$ cat config.mk
export PLATFORM = sky130hd
export DESIGN_NAME = aldc_config
export DESIGN_NICKNAME = d
export VERILOG_FILES = /design/src/design/aldc_pkg.sv /design/src/design/aldc_config.sv
export SDC_FILE = /design/constraint.sdc
export NUM_CORES = 1
export LEC_CHECK = 0
export BUFFER_PORTS_ARGS = -buffer_cell sky130_fd_sc_hd__clkbuf_2
export CAP_MARGIN = 20
export CORE_ASPECT_RATIO = 1.5
export CORE_UTILIZATION = 42
export CTS_BUF_LIST = sky130_fd_sc_hd__clkbuf_8
export DETAILED_ROUTE_END_ITERATION = 10
export MAX_ROUTING_LAYER = met4
export PLACE_DENSITY = 0.69
export SLEW_MARGIN = 10
export SYNTH_ARGS = -nofsm -noshare
export SYNTH_HDL_FRONTEND = slang
export SYNTH_SLANG_ARGS = --single-unit
$ cat constraint.sdc
create_clock -name clk_i -period 1.89 [get_ports clk_i]
set_input_delay 0.189 -clock clk_i [delete_from_list [all_inputs] [get_ports clk_i]]
set_output_delay 0.189 -clock clk_i [all_outputs]
set_load 0.01 [all_outputs]
$ cat src/design/aldc_pkg.sv
package aldc_pkg;

  // ------------------------------------------------------------
  // register map (word index; byte address is index times four)
  // ------------------------------------------------------------
  localparam int unsigned NUM_LINKS = 6;
  localparam logic [5:0] ADR_DECOMB_DEST = 6'h00;
  localparam logic [5:0] ADR_DEC_LINK = 6'h01;
  localparam logic [5:0] ADR_DEC_CAPOFS = 6'h02;
  localparam logic [5:0] ADR_DEC_ADRMUX = 6'h03;
  localparam logic [5:0] ADR_AGG_BASE = 6'h08;
  localparam logic [5:0] ADR_CIN_BASE = 6'h10;
  localparam logic [5:0] ADR_COUT_BASE = 6'h18;
  localparam logic [5:0] ADR_STATUS = 6'h20;

  // ------------------------------------------------------------
  // writable masks and reset values
  // ------------------------------------------------------------
  localparam logic [31:0] MASK_DECOMB_DEST = 32'h0000_7777;
  localparam logic [31:0] MASK_AGG = 32'h0000_000F;
  localparam logic [31:0] MASK_FMT = 32'h0000_0003;
  localparam logic [31:0] MASK_DEC_LINK = 32'h0FFF_3F3F;
  localparam logic [31:0] MASK_DEC_CAPOFS = 32'h3F03_FFFF;
  localparam logic [31:0] MASK_DEC_ADRMUX = 32'h000F_FFFF;
  localparam logic [31:0] RESET_VALUE = 32'h0000_0000;

  // ------------------------------------------------------------
  // field positions
  // ------------------------------------------------------------
  localparam int unsigned DEC_EN_LSB = 0;
  localparam int unsigned DEC_BURST_LSB = 8;
  localparam int unsigned DEC_FMT_LSB = 16;
  localparam int unsigned CAP_EN_LSB = 24;
  localparam logic [2:0] DEST_EMPTY_MIN = 3'h6;

  typedef enum logic [1:0] {
    AGG_OFF = 2'h0,
    AGG_PASS = 2'h1,
    AGG_INSERT = 2'h2,
    AGG_ALL = 2'h3
  } aldc_mode_e;

  typedef enum logic [1:0] {
    FMT_DL = 2'h0,
    FMT_UL_RSA = 2'h1,
    FMT_PIC_MAI = 2'h2,
    FMT_GENERIC = 2'h3
  } aldc_ifmt_e;

  typedef struct packed {
    logic [5:0] adr;
    logic [31:0] wdata;
    logic wr;
    logic rd;
  } aldc_bus_s;

  typedef struct packed {
    logic [3:0] valid;
    logic [3:0][2:0] link;
  } aldc_dest_s;

  typedef struct packed {
    logic [3:0] dest;
    logic [1:0] agg_mode;
    logic agg_err_en;
    logic hdr_sel;
    logic [1:0] cin_fmt;
    logic [1:0] cout_fmt;
    logic dec_en;
    logic dec_burst8;
    logic [1:0] cpri_fmt;
    logic cap_en;
    logic [2:0] ram_ofs;
  } aldc_link_s;

endpackage : aldc_pkg

$ cat src/design/aldc_config.sv
// The address map and the plain strobed port were decided locally.
`timescale 1ns/1ps

module aldc_config (
  input wire logic clk_i,
  input wire logic nrst_i,
  input wire logic [5:0] adr_i,
  input wire logic [31:0] wdata_i,
  input wire logic wr_i,
  input wire logic rd_i,
  output logic [31:0] rdata_o,
  input wire logic [12:0] msg_adr_i,
  input wire logic [5:0] enc_req_i,
  input wire logic [5:0] hdr_mismatch_i,
  input wire logic [5:0] obsai_mode_i,
  output aldc_pkg::aldc_dest_s decomb0_dest_o,
  output aldc_pkg::aldc_link_s [5:0] link_cfg_o,
  output logic [5:0] agg_to_mac_en_o,
  output logic [5:0] agg_use_comb_o,
  output logic [5:0] agg_use_enc_o,
  output logic [5:0] agg_honour_enc_o,
  output logic [5:0] agg_pick_enc_o,
  output logic [9:0] lut_index_o
);

  // ------------------------------------------------------------
  // state
  // ------------------------------------------------------------
  typedef struct packed {
    logic [31:0] dest;
    logic [31:0] dec_link;
    logic [31:0] dec_capofs;
    logic [31:0] dec_adrmux;
    logic [5:0][3:0] agg;
    logic [5:0][1:0] agg_live;
    logic [5:0] agg_on;
    logic [5:0][1:0] cin;
    logic [5:0][1:0] cout;
    logic [31:0] rdata;
    logic [9:0] index;
  } aldc_state_s;

  aldc_state_s s_q;
  aldc_state_s s_d;
  aldc_pkg::aldc_bus_s bus;

  assign bus = '{adr: adr_i, wdata: wdata_i, wr: wr_i, rd: rd_i};

  // ------------------------------------------------------------
  // helpers
  // ------------------------------------------------------------
  function automatic logic [2:0] link_slot(input logic [5:0] adr, input logic [5:0] base);
    logic [5:0] diff;
    diff = adr - base;
    if (adr >= base && diff < 6'h06) begin
      return diff[2:0];
    end
    return 3'h7;
  endfunction : link_slot

  function automatic logic [2:0] ofs_eff(input logic [2:0] ofs, input logic burst8);
    return burst8 ? {ofs[2:1], 1'b0} : ofs;
  endfunction : ofs_eff

  // ------------------------------------------------------------
  // next state
  // ------------------------------------------------------------
  always_comb begin
    logic [2:0] slot;
    logic [3:0] bitpos;
    slot = 3'h7;
    bitpos = 4'h0;
    s_d = s_q;
    s_d.rdata = aldc_pkg::RESET_VALUE;
    if (bus.wr) begin
      case (bus.adr)
        aldc_pkg::ADR_DECOMB_DEST: s_d.dest = bus.wdata & aldc_pkg::MASK_DECOMB_DEST;
        aldc_pkg::ADR_DEC_LINK: s_d.dec_link = bus.wdata & aldc_pkg::MASK_DEC_LINK;
        aldc_pkg::ADR_DEC_CAPOFS: s_d.dec_capofs = bus.wdata & aldc_pkg::MASK_DEC_CAPOFS;
        aldc_pkg::ADR_DEC_ADRMUX: s_d.dec_adrmux = bus.wdata & aldc_pkg::MASK_DEC_ADRMUX;
        default: begin
          slot = link_slot(bus.adr, aldc_pkg::ADR_AGG_BASE);
          if (slot != 3'h7) begin
            s_d.agg[slot] = bus.wdata[3:0];
          end
          slot = link_slot(bus.adr, aldc_pkg::ADR_CIN_BASE);
          if (slot != 3'h7) begin
            s_d.cin[slot] = bus.wdata[1:0];
          end
          slot = link_slot(bus.adr, aldc_pkg::ADR_COUT_BASE);
          if (slot != 3'h7) begin
            s_d.cout[slot] = bus.wdata[1:0];
          end
        end
      endcase
    end
    // mode is latched only on a disabled-to-enabled edge of the link
    for (int i = 0; i < 6; i++) begin
      if (s_d.agg[i][1:0] == aldc_pkg::AGG_OFF) begin
        s_d.agg_on[i] = 1'b0;
        s_d.agg_live[i] = aldc_pkg::AGG_OFF;
      end else if (!s_q.agg_on[i]) begin
        s_d.agg_on[i] = 1'b1;
        s_d.agg_live[i] = s_d.agg[i][1:0];
      end
    end
    if (bus.rd) begin
      case (bus.adr)
        aldc_pkg::ADR_DECOMB_DEST: s_d.rdata = s_q.dest;
        aldc_pkg::ADR_DEC_LINK: s_d.rdata = s_q.dec_link;
        aldc_pkg::ADR_DEC_CAPOFS: s_d.rdata = s_q.dec_capofs;
        aldc_pkg::ADR_DEC_ADRMUX: s_d.rdata = s_q.dec_adrmux;
        aldc_pkg::ADR_STATUS: begin
          for (int i = 0; i < 6; i++) begin
            s_d.rdata[2*i +: 2] = s_q.agg_live[i];
          end
          s_d.rdata[16 +: 6] = s_q.agg_on;
        end
        default: begin
          slot = link_slot(bus.adr, aldc_pkg::ADR_AGG_BASE);
          if (slot != 3'h7) begin
            s_d.rdata = {28'h0, s_q.agg[slot]};
          end
          slot = link_slot(bus.adr, aldc_pkg::ADR_CIN_BASE);
          if (slot != 3'h7) begin
            s_d.rdata = {30'h0, s_q.cin[slot]};
          end
          slot = link_slot(bus.adr, aldc_pkg::ADR_COUT_BASE);
          if (slot != 3'h7) begin
            s_d.rdata = {30'h0, s_q.cout[slot]};
          end
        end
      endcase
    end
    // lookup index: index bit n takes message address bit n plus control
    for (int n = 0; n < 10; n++) begin
      bitpos = 4'(n) + {2'h0, s_q.dec_adrmux[2*n +: 2]};
      s_d.index[n] = msg_adr_i[bitpos];
    end
  end

  always_ff @(posedge clk_i) begin
    if (!nrst_i) begin
      s_q <= '0;
    end else begin
      s_q <= s_d;
    end
  end

  // ------------------------------------------------------------
  // outputs
  // ------------------------------------------------------------
  assign rdata_o = s_q.rdata;
  assign lut_index_o = s_q.index;

  always_comb begin
    for (int e = 0; e < 4; e++) begin
      decomb0_dest_o.link[e] = s_q.dest[4*e +: 3];
      decomb0_dest_o.valid[e] = s_q.dest[4*e +: 3] < aldc_pkg::DEST_EMPTY_MIN;
    end
  end

  always_comb begin
    for (int i = 0; i < 6; i++) begin
      link_cfg_o[i].dest = 4'h0;
      link_cfg_o[i].agg_mode = s_q.agg_live[i];
      link_cfg_o[i].agg_err_en = s_q.agg[i][2];
      link_cfg_o[i].hdr_sel = s_q.agg[i][3];
      link_cfg_o[i].cin_fmt = s_q.cin[i];
      link_cfg_o[i].cout_fmt = s_q.cout[i];
      link_cfg_o[i].dec_en = s_q.dec_link[aldc_pkg::DEC_EN_LSB + i];
      link_cfg_o[i].dec_burst8 = s_q.dec_link[aldc_pkg::DEC_BURST_LSB + i];
      link_cfg_o[i].cpri_fmt = s_q.dec_link[aldc_pkg::DEC_FMT_LSB + 2*i +: 2];
      link_cfg_o[i].cap_en = s_q.dec_capofs[aldc_pkg::CAP_EN_LSB + i];
      link_cfg_o[i].ram_ofs = ofs_eff(s_q.dec_capofs[3*i +: 3],
                                      s_q.dec_link[aldc_pkg::DEC_BURST_LSB + i]);
      for (int e = 0; e < 4; e++) begin
        if (decomb0_dest_o.valid[e] && decomb0_dest_o.link[e] == 3'(i)) begin
          link_cfg_o[i].dest[e] = 1'b1;
        end
      end
      agg_to_mac_en_o[i] = s_q.agg_live[i] != aldc_pkg::AGG_OFF;
      agg_use_comb_o[i] = s_q.agg_live[i][0];
      agg_use_enc_o[i] = s_q.agg_live[i][1];
      agg_honour_enc_o[i] = s_q.agg_live[i][1] && enc_req_i[i];
      agg_pick_enc_o[i] = agg_use_comb_o[i] && !agg_use_enc_o[i] ? 1'b0 :
                          (agg_use_enc_o[i] && !agg_use_comb_o[i]) ? enc_req_i[i] :
                          (enc_req_i[i] && (!hdr_mismatch_i[i] || !obsai_mode_i[i] ||
                           s_q.agg[i][3]));
    end
  end

endmodule : aldc_config

After elaboration in Yosys (flattened, before gate mapping)
Index checks and enable logic that the tools add are counted. W data, S select, Z words.

Word-level logic and storage cells: 363. Register bits: 188. Output and inout port bits: 208. Input bits: 73.

Equal/unequal tests: 30. Magnitude comparators: 29. Bitwise logic cells: 2. Multiplexer cells: 129. Add/sub/neg operators: 12. Reductions and logical operators: 124.

Operator list (number): $mux W1 (73); $mux W22 (3); $mux W32 (2); $mux W3 (21); $pmux W12 S5 (1); $logic_and A1 B1 Y1 (54); $bmux W1 S4 (9); $lt A4 B5 Y1 const B (6); $pmux W10 S3 (1); $pmux W6 S5 (1); $bwmux W12 (2); $bwmux W24 (1); $eq A3 B2 Y1 const B (8); $eq A3 B3 Y1 const B (8); $logic_not A1 Y1 (24); $lt A3 B4 Y1 const B (6); $pmux W4 S5 (1); $lt A6 B3 Y1 const B (3); $ne A3 B3 Y1 const B (6); $add A3 B2 Y4 const A (4); $lt A3 B5 Y1 const B (3); $bmux W2 S3 (2); $bmux W4 S3 (1); $demux W2 S3 (2); 30 further kinds (84).

Logic depth before layout (Yosys ltp)
Depth in word-level cells: 19. Gate-level depth with buffers: 9. Mapped depth without buffers: 7.

Worst setup path before layout
Ideal clock, no wire load.

Kind: in2reg. Start point: input adr_i[3]. End point: register s_q, in the netlist agg_use_comb_o[1]. Path slack: 0.053 ns. Library setup time: 0.118 ns. Required time: 1.772 ns. Path buffers: 2. Stages on the path: 9. Data arrival time: 1.720 ns. Path through: buf_6 > inv_1 > ha_1 > xor2_1 > nor3_4 > buf_6 > nand3_4 > mux2_4 > o2111a_1.

Cells in the longest elaborated chain, start to end: 19. Elaborated cells between the ends (all ways): 27. Those cells by class: add/sub (1); order compare (4); eq/ne (4); mux (12); reduce/logical (6).

Ends and longest elaborated chain: from (decl) (line aldc_config.sv:7) `input wire logic [5:0] adr_i,`; $sub A6 B4 Y6 (line aldc_config.sv:54) `diff = adr - base;`; $lt A6 B3 Y1 (line aldc_config.sv:55) `if (adr >= base && diff < 6'h06) begin`; $logic_and A1 B1 Y1 (line aldc_config.sv:55); $mux W1 (line aldc_config.sv:55); $mux W1 (line aldc_config.sv:76) `case (bus.adr)`; $mux W1 (line aldc_config.sv:75) `if (bus.wr) begin`; $mux W3 (line aldc_config.sv:58) `return 3'h7;`; $mux W3 (line aldc_config.sv:76); [3 not listed]; $mux W4 (not written as such) (line aldc_config.sv:84) `s_d.agg[slot] = bus.wdata[3:0];`; $demux W4 S3 (line aldc_config.sv:84); $bwmux W24 (line aldc_config.sv:84); $mux W22 (line aldc_config.sv:83) `if (slot != 3'h7) begin`; $mux W22 (*) (line aldc_config.sv:76); $mux W22 (*) (line aldc_config.sv:75); $logic_not A2 Y1 (line aldc_config.sv:99) `if (s_d.agg[i][1:0] == aldc_pkg::AGG_OFF) begin`; $reduce_or A2 Y1 (no source line); to (signal assigned) (line aldc_config.sv:144) `s_q <= '0;`; to (signal assigned) (line aldc_config.sv:146) `s_q <= s_d;`; to (decl) (line aldc_config.sv:43) `aldc_state_s s_q;`.

Mark *: on every way between the ends. The rest lies on a longest branch, timed or not. The select of a mux whose other input is x is not followed. A chain may end at the register's enable or synchronous reset.

Worst setup path in the final report
Start point: register s_q, in the netlist agg_use_comb_o[1]. End point: output agg_pick_enc_o[1].

Cells in the longest elaborated chain, start to end: 4. Elaborated cells between the ends (all ways): 5. Those cells by class: mux (2); reduce/logical (3).

Ends and longest elaborated chain: $logic_not A1 Y1 (line aldc_config.sv:187) `(agg_use_enc_o[i] && !agg_use_comb_o[i]) ? enc_req_i[i] :`; $logic_and A1 B1 Y1 (line aldc_config.sv:187); $mux W1 (line aldc_config.sv:187); $mux W1 (*) (line aldc_config.sv:186) `agg_pick_enc_o[i] = agg_use_comb_o[i] && !agg_use_enc_o[i] ? 1'b0 :`; to (decl) (line aldc_config.sv:22) `output logic [5:0] agg_pick_enc_o,`.

Mark *: on every way between the ends. The rest lies on a longest branch, timed or not.

==> key figures <==
Run status
  – Status: completed

Floorplan
  – Row cnt: 69
  – I/O pin total: 281
  – Starting Density: 42.78%
  – Die Ht: 192.5 um
  – Core footprint: 23,740 um^2
  – Die W: 129.0 um
  – Die ar.: 24,820 um^2

Power and ir drop
  – PD cells: 634.6 nW/um^2
  – Worst vdd ir: 0.0005797 V
  – Leak: 0.005132 uW

Min path
  – Hold Path Depth: 3
  – HP Start: wdata_i[2]
  – HP Class: input port to flop

Synth
  – Cell variety after synth: 66
  – Area contributors post-synth: dfxtp_1 (37%), buf_4 (12%), mux2i_1 (7.0%)
  – Post-Syn Area: 10,160 um^2
  – Number of synthesized flops with an enable pin: 0
  – Top cells by count, synth: dfxtp_1 (186), nand2_1 (183), buf_4 (163), mux2i_1 (71), a21boi_1 (64)
  – Share of the yosys chip area belonging to registers: 36.66%
  – Ys async rst share: 0%
  – Leading area contributor after synthesis: dfxtp_1
  – Flops & latches, synth: 186
  – Top-count cell post-synth: dfxtp_1
  – Synth Flop Type: dfxtp_1
  – Avg Cell Area, Syn: 9.004 um^2
  – Yosys warning count: 0
  – Yosys top cell area share: 36.66%
  – Mapped Cells: 1,128

Clocking
  – Worst-path clk slew: 100 ps
  – Worst-Skew Late Latency: 480 ps
  – H-tree Lvls: 4
  – Number of CTS-inserted buffers: 17
  – CTS tree: yes
  – Root Driver: clkbuf_8
  – Deepest clock path buffer count: 2
  – Postcts setup bufs: 0
  – Clk sinks: 186

Setup path
  – Max stage delay on crit path: 450 ps
  – Crit. Startpoint: agg_use_comb_o[1]
  – Crit path cell chain: maj3_1, nor2b_1, clkbuf_2
  – Worst path required time: 1700 ps
  – CP Launch Type: flop
  – Setup CP Type: flop to output port
  – CP max stage cell: dfxtp_1
  – Critical R2R Launch: s_q[110]
  – Arr. time, crit path: 1600 ps
  – Reg2reg path depth: 4
  – Critical Path Sink Type: output port
  – Crit Path Max Fanout: 6

Timing
  – Setup Viol. Count Final: 0
  – Setup TNS: 0 ps
  – Skew final: 13.45 ps
  – Final Hold Fails: 0
  – RSZ-0062 raised after global routing: no
  – Worst Tran Pin Value: 671.5 ps
  – Crit path time final: 1789 ps
  – Max Slew Vio Count: 0
  – Period utilisation layout: 94.65%
  – Slew headroom: 54.76%
  – FMAX: 559.0 MHz

Cells and area
  – Reg area: 3730 um^2
  – Share of cells above drive strength 1: 34.10%
  – Layout Nets: 1,375
  – Final Cell Area: 11,780 um^2
  – Area of the multi-input gates: 4816 um^2
  – P&R area growth vs syn: 15.94%
  – Fill cells: 2,215
  – Diode count: 0

Route
  – Met3 wire length: 1496 um
  – DR iter-0 viols: 581
  – DR vias: 8,412
  – DRT Pass-1 Iters: 5
  – Per-cell routed wire length: 18.47 um
  – Met2 WL post-DR: 15,860 um
  – Number of remaining DRC errors: 0
  – Uppermost routed layer: met4
  – Metal1 wirelength: 11,720 um
  – Average vias per placed instance: 5.170
  – Final wirelength: 30,060 um
  – Antenna-violating nets left: 0

Global routing
  – First-pass GRT wire length: 44,820 um
  – Largest net degree at the start of global routing: 150
  – Overall routing resource usage: 24.85%
  – Grt ovf: 0
  – Initial antenna violation count: 0
  – Vias in the first global route: 8,044

Place
  – Final GP Congestion: 0.9348
  – DP HPWL: 22,780 um
  – # port buffers: 276
  – Post-place instance area: 11,070 um^2

Run
  – Max-cap violation count: 0
## critical path: cells and delay by family (launching register included)
kind,cells,cell delay [ps]
adder cells (fa/ha/maj),1,420
buffers and inverters,1,140
flip-flops,1,450
AND/OR/NAND/NOR,1,120
## layout make-up
cell class	instances	area share, %
multi-input cells	692	40.90
well taps	319	3.390
repair buffers	377	19.85
clock inverters	15	1.530
inverters	21	0.6694
clock buffers	17	1.987
flip-flops and latches	186	31.68
## stage by stage
step	total power, uW	instances	hold WS [ps]	utilization, %	setup slack (ps)
after floorplan	4417	1129	323.8	-	52.67
after global placement	4678	1567	422.0	46.64	-17.49
after detailed placement	4685	1567	424.9	46.64	-119.2
after CTS	7522	1627	114.8	49.58	20.83
after global routing	7730	1627	129.0	49.60	8.962
final	7472	1627	137.2	49.60	101.1
## cell usage in the layout (no fill, tap or decap), drive strengths merged, types with 4 or more instances in the layout
master       netlist  final
clkbuf            38    291
a21oi              9      9
nor2b             58     58
dfxtp            186    186
a21boi            77     77
or2                7      7
nor3b             12     12
and3              10     10
nand2b             7      7
mux2i             71     71
mux4              19     19
dlygate4sd3        0     28
a222oi             4      4
a221oi             9      9
o21bai             4      4
buf              192     75
nand2            185    185
nor2              51     51
and2              23     23
o21ai             13     13
ha                 7      7
a211oi             8      8
and3b              7      7
nand3             19     19
a22oi             22     22
o211ai             7      7
mux2              12     12
inv               21     28
o2111a             4      4
nor3              15     15
## worst paths after layout
kind / to / slack [ps]
worst max-delay path: agg_pick_enc_o[1] / 100
worst min-delay path: s_q[110] / 140
worst max register to register: lut_index_o[1] / 350
worst min register to register: link_cfg_o[64] / 470
## logic make-up after synthesis
logic type,Yosys count,synth area share (%)
xor gates and xnor gates,2,0.1725
DFF,186,36.66
other,1,0.03692
muxes,102,12.69
AOI/OAI and AO/OA,167,12.44
and+or+nand+nor,410,20.97
adders and majority gates,9,1.059
buffers and inverters,251,15.97
## state kept, by name (all words and copies together) (netlist names)
name and count:
decomb0_dest_o 12, agg_use_enc_o 6, s_q 56, rdata_o 30, link_cfg_o 66, lut_index_o 10
agg_use_comb_o 6
## metal layers
layer / track usage (%) / vias up
li1: - / 4008
met1: 27.51 / 4037
met2: 43.97 / 313
met3: 3.909 / 54
met4: 10.50 / 0
met5: - / -
## what timing repair did
item / CTS / global route
setup endpoints to repair: 1 / 2
hold endpoints to repair: 57 / 0
hold buffers: 28 / 0
resized for setup: 2 / 4
## where the power goes
group          internal [uW]  leakage (uW)  switching, uW
sequential              3940       0.00150           16.1
combinational            317       0.00343            372
clock                   1230      0.000201           1600
total                   5480       0.00513           1990
Note: power is estimated with default switching activity, not from simulation.
